[config.mk]
export PLATFORM = sky130hd
export DESIGN_NAME = batch_run_controller
export DESIGN_NICKNAME = d
export VERILOG_FILES = /design/src/design/batch_pkg.sv /design/src/design/input_sync.sv /design/src/design/output_gate.sv /design/src/design/batch_run_controller.sv
export VERILOG_INCLUDE_DIRS = /design/src /design/src/design
export SDC_FILE = /design/constraint.sdc
export NUM_CORES = 1
export LEC_CHECK = 0
export BUFFER_PORTS_ARGS = -buffer_cell sky130_fd_sc_hd__buf_4
export CAP_MARGIN = 20
export CORE_MARGIN = 1
export CORE_UTILIZATION = 50
export CTS_BUF_LIST = sky130_fd_sc_hd__clkbuf_8
export DETAILED_ROUTE_END_ITERATION = 10
export PLACE_DENSITY = 0.77
export SLEW_MARGIN = 20
export SYNTH_ARGS = -nofsm -noshare
export SYNTH_HDL_FRONTEND = slang
export SYNTH_SLANG_ARGS = --single-unit
export TNS_END_PERCENT = 5
[constraint.sdc]
create_clock -name CLK_SYS -period 2.3 [get_ports CLK_SYS]
set_input_delay 0.23 -clock CLK_SYS [delete_from_list [all_inputs] [get_ports CLK_SYS]]
set_output_delay 0.23 -clock CLK_SYS [all_outputs]
set_load 0.02 [all_outputs]
[src/design/batch_defines.svh]
// Constants shared by the batch run controller files.
// Assumes inclusion by bare name from the package, the output gate, the top module and the bench.
//
// What this block does
// - Pause suspends the batch, batch outputs off, concurrent and timer outputs kept.
// - Start while paused resumes at the same step, outputs come back.
// - Reset stops the batch and returns the step to the first.
// - Stop halts the batch and drives all its outputs inactive.
// - With run permit unassigned, permit counts as closed; e-stop ignored.
// - Permit decode: both closed start, stop open abort, both open pause.
// - Pause input pauses, keeps concurrent outputs, holds while the input stays low.
// - Pause input returning high lets the paused batch continue.
// - Stop input pauses the batch with every output off, concurrent included.
// - Release stop then start resumes from the interrupted step.
// - Stop, abort, release, start restarts at first step; no start stays aborted.
// - Concurrent output drives while its referenced step is active.
// - Continuous outputs go low when met; batch outputs active until met.
`ifndef BATCH_DEFINES_SVH
`define BATCH_DEFINES_SVH

// ---------------------------------------------------------------
// Sizes
// ---------------------------------------------------------------
`define NUM_OUT 8
`define STEP_W 3

// ---------------------------------------------------------------
// Register map
// ---------------------------------------------------------------
`define OFF_CTRL 8'h00
`define OFF_CFG 8'h04
`define OFF_CONC 8'h08
`define OFF_STATUS 8'h0c

`define CTRL_START 0
`define CTRL_PAUSE 1
`define CTRL_RESET 2
`define CTRL_STOP 3

`define CFG_PERMIT_BIT 0
`define CFG_LAST_LSB 8
`define CFG_CONT_LSB 16
`define CFG_RST 32'h0000_0701
`define CONC_RST 32'h0000_0000

`endif

[src/design/batch_pkg.sv]
// Types shared by the batch run controller files.
// Assumes the defines header is on the include path.
`include "batch_defines.svh"

package batch_pkg;

    // ---------------------------------------------------------------
    // Control state
    // ---------------------------------------------------------------
    typedef enum logic [2:0] {
        ST_IDLE,
        ST_RUNNING,
        ST_PAUSED,
        ST_STOPPED,
        ST_ABORTED
    } state_e;

    typedef logic [`STEP_W-1:0] step_t;
    typedef logic [`NUM_OUT-1:0] outs_t;

    function automatic outs_t step_onehot(input step_t s);
        step_onehot = outs_t'(1) << s;
    endfunction

endpackage

[src/design/input_sync.sv]
// Two-stage synchroniser for a group of pin inputs.
// Assumes inputs are asynchronous to CLK_SYS; first stage read by second only.
`timescale 1ns/10ps

module input_sync #(
    parameter int W = 6,
    parameter logic [W-1:0] RST_VAL = '1
) (
    input wire logic clk,
    input wire logic rst,
    input wire logic [W-1:0] d,
    output logic [W-1:0] q
);

    logic [W-1:0] meta_q;

    always_ff @(posedge clk) begin
        if (rst) begin
            meta_q <= RST_VAL;
            q <= RST_VAL;
        end else begin
            meta_q <= d;
            q <= meta_q;
        end
    end

endmodule

[src/design/output_gate.sv]
// Per-output activity from control state, step and setpoint settings.
// Assumes same-clock inputs; result is registered by the caller.
`timescale 1ns/10ps
`include "batch_defines.svh"

module output_gate (
    input batch_pkg::state_e state,
    input batch_pkg::step_t step,
    input wire logic [31:0] conc_cfg,
    input batch_pkg::outs_t cont_mask,
    input batch_pkg::outs_t cont_met,
    input batch_pkg::outs_t timer_act,
    output batch_pkg::outs_t batch_act,
    output batch_pkg::outs_t keep_act,
    output batch_pkg::outs_t conc_act,
    output batch_pkg::outs_t cont_act
);
    import batch_pkg::*;

    logic live;
    outs_t hot;

    assign live = (state == ST_RUNNING) || (state == ST_PAUSED);
    assign hot = step_onehot(step);

    genvar j;
    generate
        for (j = 0; j < `NUM_OUT; j++) begin : g_bit
            // batch output held until step met
            assign batch_act[j] = (state == ST_RUNNING) && hot[j];
            assign conc_act[j] = live && conc_cfg[4*j+3] && (conc_cfg[4*j+:3] == step);
            assign keep_act[j] = conc_act[j] || (live && timer_act[j]);
            assign cont_act[j] = cont_mask[j] && cont_met[j] && (state != ST_STOPPED);
        end
    endgenerate

endmodule

[src/design/batch_run_controller.sv]
// Batch sequencing controller with AHB-Lite register access.
// Assumes one slave on the bus, pins asynchronous, step and timer inputs same clock.
//
// The register offsets and the AHB-Lite register port were left to the implementer.
`timescale 1ns/10ps
`include "batch_defines.svh"

module batch_run_controller (
    input wire logic CLK_SYS,
    input wire logic SYS_RST,
    input wire logic HSEL,
    input wire logic [31:0] HADDR,
    input wire logic [1:0] HTRANS,
    input wire logic HWRITE,
    input wire logic [2:0] HSIZE,
    input wire logic [31:0] HWDATA,
    input wire logic HREADY,
    output logic HREADYOUT,
    output logic [31:0] HRDATA,
    output logic HRESP,
    input wire logic PERMIT_STOP,
    input wire logic PERMIT_SEL,
    input wire logic DIN_START_N,
    input wire logic DIN_RESET_N,
    input wire logic DIN_PAUSE_N,
    input wire logic DIN_STOP_N,
    input wire logic STEP_MET,
    input batch_pkg::outs_t CONT_MET,
    input batch_pkg::outs_t TIMER_ACT,
    output batch_pkg::outs_t SP_OUT_N
);
    import batch_pkg::*;

    // ---------------------------------------------------------------
    // Declarations
    // ---------------------------------------------------------------
    logic accept;
    logic wr_pend_q;
    logic [7:0] wr_addr_q;
    logic [31:0] hrdata_q;
    logic [31:0] rd_d;
    logic cfg_permit_q;
    step_t cfg_last_q;
    outs_t cfg_cont_q;
    logic [31:0] conc_q;
    logic [3:0] sw_req;
    logic [5:0] pins_s;
    logic [5:0] pins_prev_q;
    logic stop_s, sel_s;
    logic eff_stop;
    logic permit_go, go_q, go_ev;
    logic abort_req, permit_pause;
    logic din_start_ev, din_reset_ev, din_stop_ev, din_pause_lvl, pause_rel;
    logic stop_req, reset_req, pause_req, start_req, start_ok;
    state_e state_q, state_d;
    step_t step_q, step_d;
    outs_t batch_act, keep_act, conc_act, cont_act, act;
    outs_t out_n_q;

    function automatic logic fell(input logic cur, input logic prev);
        fell = !cur && prev;
    endfunction

    // ---------------------------------------------------------------
    // AHB-Lite slave
    // ---------------------------------------------------------------
    // Zero wait states keep the master simple; every answer is OKAY
    assign HREADYOUT = 1'b1;
    assign HRESP = 1'b0;
    assign HRDATA = hrdata_q;
    assign accept = HSEL && HTRANS[1] && HREADY;

    always_ff @(posedge CLK_SYS) begin
        if (SYS_RST) begin
            wr_pend_q <= 1'b0;
            wr_addr_q <= 8'h00;
        end else if (HREADY) begin
            wr_pend_q <= accept && HWRITE;
            wr_addr_q <= HADDR[7:0];
        end
    end

    always_comb begin
        case (HADDR[7:0])
            `OFF_CFG: rd_d = {8'h00, cfg_cont_q, 5'h00, cfg_last_q, 7'h00, cfg_permit_q};
            `OFF_CONC: rd_d = conc_q;
            `OFF_STATUS: rd_d = {14'h0000, sel_s, stop_s, ~out_n_q, 1'b0, step_q, 1'b0, 3'(state_q)};
            default: rd_d = 32'h0000_0000;
        endcase
    end

    // Read data captured in the address phase, stands in the data phase
    always_ff @(posedge CLK_SYS) begin
        if (SYS_RST) begin
            hrdata_q <= 32'h0000_0000;
        end else if (accept && !HWRITE) begin
            hrdata_q <= rd_d;
        end
    end

    always_ff @(posedge CLK_SYS) begin
        if (SYS_RST) begin
            cfg_permit_q <= 1'(`CFG_RST >> `CFG_PERMIT_BIT);
            cfg_last_q <= step_t'(`CFG_RST >> `CFG_LAST_LSB);
            cfg_cont_q <= outs_t'(`CFG_RST >> `CFG_CONT_LSB);
            conc_q <= `CONC_RST;
        end else if (wr_pend_q) begin
            if (wr_addr_q == `OFF_CFG) begin
                cfg_permit_q <= HWDATA[`CFG_PERMIT_BIT];
                cfg_last_q <= HWDATA[`CFG_LAST_LSB+:`STEP_W];
                cfg_cont_q <= HWDATA[`CFG_CONT_LSB+:`NUM_OUT];
            end
            if (wr_addr_q == `OFF_CONC) begin
                conc_q <= HWDATA;
            end
        end
    end

    // Control word bits act as one-cycle request pulses
    assign sw_req = (wr_pend_q && wr_addr_q == `OFF_CTRL) ? HWDATA[3:0] : 4'h0;

    // ---------------------------------------------------------------
    // Pin inputs
    // ---------------------------------------------------------------
    // separate inputs for stop and selector
    input_sync #(.W(6), .RST_VAL(6'h3f)) u_sync (
        .clk(CLK_SYS),
        .rst(SYS_RST),
        .d({PERMIT_STOP, PERMIT_SEL, DIN_START_N, DIN_RESET_N, DIN_PAUSE_N, DIN_STOP_N}),
        .q(pins_s)
    );

    always_ff @(posedge CLK_SYS) begin
        if (SYS_RST) begin
            pins_prev_q <= 6'h3f;
            go_q <= 1'b1;
        end else begin
            pins_prev_q <= pins_s;
            go_q <= permit_go;
        end
    end

    assign stop_s = pins_s[5];
    assign sel_s = pins_s[4];
    assign din_start_ev = fell(pins_s[3], pins_prev_q[3]);
    assign din_reset_ev = fell(pins_s[2], pins_prev_q[2]);
    assign din_pause_lvl = !pins_s[1];
    assign pause_rel = pins_s[1] && !pins_prev_q[1];
    assign din_stop_ev = fell(pins_s[0], pins_prev_q[0]);

    assign eff_stop = cfg_permit_q ? stop_s : 1'b1;
    assign permit_go = eff_stop && sel_s;
    assign go_ev = permit_go && !go_q;
    assign abort_req = !eff_stop && sel_s;
    assign permit_pause = !eff_stop && !sel_s;

    assign stop_req = sw_req[`CTRL_STOP] || din_stop_ev;
    assign reset_req = sw_req[`CTRL_RESET] || din_reset_ev;
    // pause input held low keeps pausing
    assign pause_req = sw_req[`CTRL_PAUSE] || din_pause_lvl || permit_pause;
    assign start_req = sw_req[`CTRL_START] || din_start_ev || go_ev || pause_rel;
    assign start_ok = start_req && eff_stop;

    // ---------------------------------------------------------------
    // Batch state machine
    // ---------------------------------------------------------------
    always_comb begin
        state_d = state_q;
        step_d = step_q;
        // stop first, then abort, reset, pause, start
        if (stop_req && (state_q == ST_RUNNING || state_q == ST_PAUSED)) begin
            // stop keeps step, all outputs off
            state_d = ST_STOPPED;
        end else if (abort_req) begin
            state_d = ST_ABORTED;
            step_d = '0;
        end else if (reset_req) begin
            state_d = ST_IDLE;
            step_d = '0;
        end else if (pause_req) begin
            if (state_q == ST_RUNNING) begin
                state_d = ST_PAUSED;
            end
        end else if (start_ok) begin
            case (state_q)
                ST_IDLE, ST_ABORTED: begin
                    state_d = ST_RUNNING;
                    step_d = '0;
                end
                ST_PAUSED, ST_STOPPED: begin
                    state_d = ST_RUNNING;
                end
                default: begin
                    state_d = state_q;
                end
            endcase
        end else if (state_q == ST_RUNNING && STEP_MET) begin
            if (step_q == cfg_last_q) begin
                state_d = ST_IDLE;
                step_d = '0;
            end else begin
                step_d = step_q + step_t'(1);
            end
        end
    end

    always_ff @(posedge CLK_SYS) begin
        if (SYS_RST) begin
            state_q <= ST_IDLE;
            step_q <= '0;
        end else begin
            state_q <= state_d;
            step_q <= step_d;
        end
    end

    // ---------------------------------------------------------------
    // Outputs
    // ---------------------------------------------------------------
    output_gate u_gate (
        .state(state_q),
        .step(step_q),
        .conc_cfg(conc_q),
        .cont_mask(cfg_cont_q),
        .cont_met(CONT_MET),
        .timer_act(TIMER_ACT),
        .batch_act(batch_act),
        .keep_act(keep_act),
        .conc_act(conc_act),
        .cont_act(cont_act)
    );

    assign act = batch_act | keep_act | cont_act;

    // Pins are active low; registered so they never glitch
    always_ff @(posedge CLK_SYS) begin
        if (SYS_RST) begin
            out_n_q <= '1;
        end else begin
            out_n_q <= ~act;
        end
    end

    assign SP_OUT_N = out_n_q;
endmodule

==> results.txt <==
----------------------------------------------------
[Drt]
  Number of design-rule violations left by the first detailed-router iteration ... roughly 210
  Initial DRT Pass Iterations ... 4
  Total number of vias ... roughly 4700
  Antenna-violating nets left ... 0
  Total wire length after detailed routing ... between 10 and 15 mm
  Average detailed-routed wire length per instance ... 16.81 um
  Detail-routed via count per cell ... about 5.6
  DR DRC count ... 0

[Place]
  Placed wire-length estimate ... roughly 9.9 mm
  Port Buffers ... between 100 and 150
  GP Congestion ... ~0.85
  Area after detailed placement ... between 0.006 and 0.007 sq mm

[Floorplanning]
  Vert. Die Dim ... between 100 and 150 um
  Area enclosed by the die boundary ... ~0.011 sq mm
  Number of standard-cell rows in the floorplan ... 36
  I/O pin cnt ... 139
  Initial Util ... roughly 52%
  Core footprint ... ~0.0099 sq mm
  Die Wd ... 103.7 um

[Timing]
  Min cycle time layout ... 2.082 ns
  Headroom to the max-slew limit ... between 50% and 60%
  Number of endpoints with negative hold slack in the final report ... 0
  Fin. max-slew vios ... 0
  Post-Route Skew ... 0.01110 ns
  Ratio of final minimum period to clock period ... between 90% and 100%
  F_max ... between 0.4 and 0.5 GHz
  Final setup vio count ... 0
  Unrepaired setup endpoints after global routing ... false
  Worst slew pin tran ... 0.6274 ns
  Final TNS setup ... 0 ns

[Layout]
  Final net count ... a little under 800
  Count of inserted antenna diode cells ... 0
  Final-layout fill cell count ... between 800 and 900
  Fraction of final layout cells sized beyond drive strength 1 ... between 20% and 30%
  Area of the multi-input gates ... between 0.002 and 0.003 sq mm
  Area growth from synthesis to final layout ... 26.45%
  Sequential Area ... approximately 0.0023 sq mm
  Post-route cell area ... 0.006538 sq mm
  Core Util, Final ... about 66%

[Clock tree]
  CTS resizes ... 0
  Clock net sink count ... between 100 and 150
  Clk Tree Root Cell ... sky130_fd_sc_hd__clkbuf_8
  Clk_lat worst skew ... about 0.43 ns
  Number of post-CTS setup repair buffers ... 0
  Number of buffers added by the clock tree synthesis step ... 17
  CTS Buffer Depth ... 2
  Level count of the clock H-tree ... 4
  Clock tree from TritonCTS ... yes
  Clock transition at the registers of the reported paths ... 0.06 ns

[Power]
  Static Leak ... between 2 and 2.5 nW
  Worst vdd rail ir drop ... between 300 and 400 uV
  Power Dens Cells ... 656.7 mW/mm^2

[Yosys]
  Number of synthesized register bits ... roughly 120
  Most frequently used flop master after synthesis ... sky130_fd_sc_hd__dfxtp_1
  Leading cell types by total area after synthesis ... sky130_fd_sc_hd__dfxtp_1 45%, sky130_fd_sc_hd__nand2_1 6.0%, sky130_fd_sc_hd__a21oi_1 5.2%
  Syn Area/Cell ... 8.838 sq um
  Leading cell type by number of instances after synthesis ... sky130_fd_sc_hd__dfxtp_1
  Commonest cells in the synthesized netlist ... 116 x sky130_fd_sc_hd__dfxtp_1, 83 x sky130_fd_sc_hd__nand2_1, 54 x sky130_fd_sc_hd__a21oi_1
  Fraction of the yosys area taken by sequential cells ... about 45%
  Area share of the largest cell type after synthesis ... 44.92%
  Total of warnings raised by yosys ... 0
  Netlist area before placement ... 0.005170 sq mm
  Library cell with the largest summed area after synthesis ... sky130_fd_sc_hd__dfxtp_1
  Count of flip-flops with a built-in enable after synthesis ... 0
  Share of flip-flops with an asynchronous set or reset ... 0%
  Post-Syn Nets ... between 600 and 700
  Gate count after technology mapping ... 585
  Number of distinct library cell variants in the gate-level netlist after synthesis ... 56

[Global routing]
  Wire length of the first global-routing pass ... 22.88 mm
  Number of global-route vias before repair ... approximately 4500
  Antenna violations before repair ... 0
  Pin count of the biggest net entering global routing ... 50
  GRT Util Overall ... between 20% and 30%
  Residual overflow from global routing ... 0

[Worst setup path]
  Startpoint Class ... register
  Arrival time at the worst endpoint ... around 2.4 ns
  CP max stage cell ... sky130_fd_sc_hd__a2111oi_0
  Crit Path Category ... reg -> reg
  Chain of cells forming the critical path ... nor3_1, nand4_1, a2111oi_0, a311oi_1, a211oi_1
  Req. time, crit path ... between 2 and 3 ns
  Maximum cell stage delay along the critical path ... ~0.64 ns
  Highest net fanout along the worst path ... 7
  Worst Setup End Kind ... register

[Hold path]
  Class of the worst hold path ... in -> reg

[Flow run]
  MaxCap Viol Count ... 0

[Outcome]
  Run status ... completed

----------------------------------------------------
[worst max-delay path: cells and delay by family (launching register included)]
kind / cells / cell delay, ns
AND/OR/NAND/NOR: 2 / 0.67
AO/OA/AOI/OAI: 3 / 0.98
flip-flops: 1 / 0.33
[area by class of cell]
class                           instances  area share [%]
Clock buffer                           19           4.000
Clock inverter                         12           1.761
Inverter                                4          0.2297
Multi-Input combinational cell        421           40.59
Sequential cell                       116           35.52
Tap cell                              133           2.545
Timing Repair Buffer                  130           15.35
[cell usage in the layout (no fill, tap or decap), drive strengths merged, types with 4 or more instances in the layout]
cell type / count
buf: 124
dfxtp: 116
nand2: 83
a21oi: 54
nor2: 46
xnor2: 24
a2bb2oi: 21
mux2i: 20
or2: 19
a22oi: 19
clkbuf: 19
nand2b: 18
nand3: 17
nor2b: 8
a41oi: 8
o22ai: 8
inv: 6
and3: 6
ha: 6
dlygate4sd3: 6
o211ai: 5
a211o: 5
clkinv: 5
nand4: 4
xor2: 4
[state kept, by name, indices dropped and copies added (netlist names)]
register       flops
state_q            3
go_q               1
wr_pend_q          1
cfg_last_q         3
u_sync.q           6
pins_prev_q        4
wr_addr_q          8
cfg_cont_q         8
HRDATA            32
cfg_permit_q       1
step_q             3
conc_q            32
SP_OUT_N           8
u_sync.meta_q      6
[final timing paths]
| check | from | endpoint | slack [ns] | cells past startpoint |
|---|---|---|---|---|
| setup / recovery | wr_addr_q[0] | state_q[0] | 0.22 | 5 |
| hold / removal | HWDATA[9] | cfg_last_q[1] | 0.03 | 2 |
| setup reg to reg | wr_addr_q[0] | state_q[0] | 0.22 | 5 |
| hold reg to reg | u_sync.meta_q[5] | u_sync.q[5] | 0.41 | 1 |
[repair_timing]
| item | CTS | global route |
|---|---|---|
| endpoints found under the setup margin | 0 | 0 |
| endpoints found under the hold margin | 6 | 0 |
| hold buffers | 6 | 0 |
[per-layer routing]
metal	track usage, %	share of wire [%]	up-vias	routed length [um]
met5	0	0	-	0
met4	8.061	1.1	0	160
met3	6.042	6.2	10	871
met2	44.92	49	171	6825
met1	35.04	44	2197	6179
li1	-	-	2274	-
[metrics by stage]
| step | instances | total power [W] | setup WS [ns] | hold WS (ns) |
|---|---|---|---|---|
| after floorplan | 585 | 0.002348 | 0.4899 | 0.3338 |
| after global placement | 798 | 0.002527 | 0.3044 | 0.3914 |
| after detailed placement | 798 | 0.002535 | 0.2716 | 0.3990 |
| after CTS | 835 | 0.004317 | 0.2266 | 0.01009 |
| after global routing | 835 | 0.004454 | 0.04184 | 0.01156 |
| final | 835 | 0.004293 | 0.2181 | 0.03068 |
[power breakdown]
group	leakage (nW)	switching, W	internal, W	total [W]
Clock	0.196	0.000796	0.000993	0.00179
Combinational	1.31	0.000227	0.000207	0.000434
Sequential	0.940	0.0000268	0.00204	0.00207
[cells by family after synthesis]
group                    share of synthesized area (%)
multiplexers                                     4.526
buffers and inverters                            3.872
other                                           0.1453
XOR/XNOR                                         4.743
adder cells (fa/ha/maj)                          1.452
flip-flops                                       44.92
AND/OR/NAND/NOR                                  21.03
AO/OA/AOI/OAI                                    19.31
Note: power is estimated with default switching activity, not from simulation.
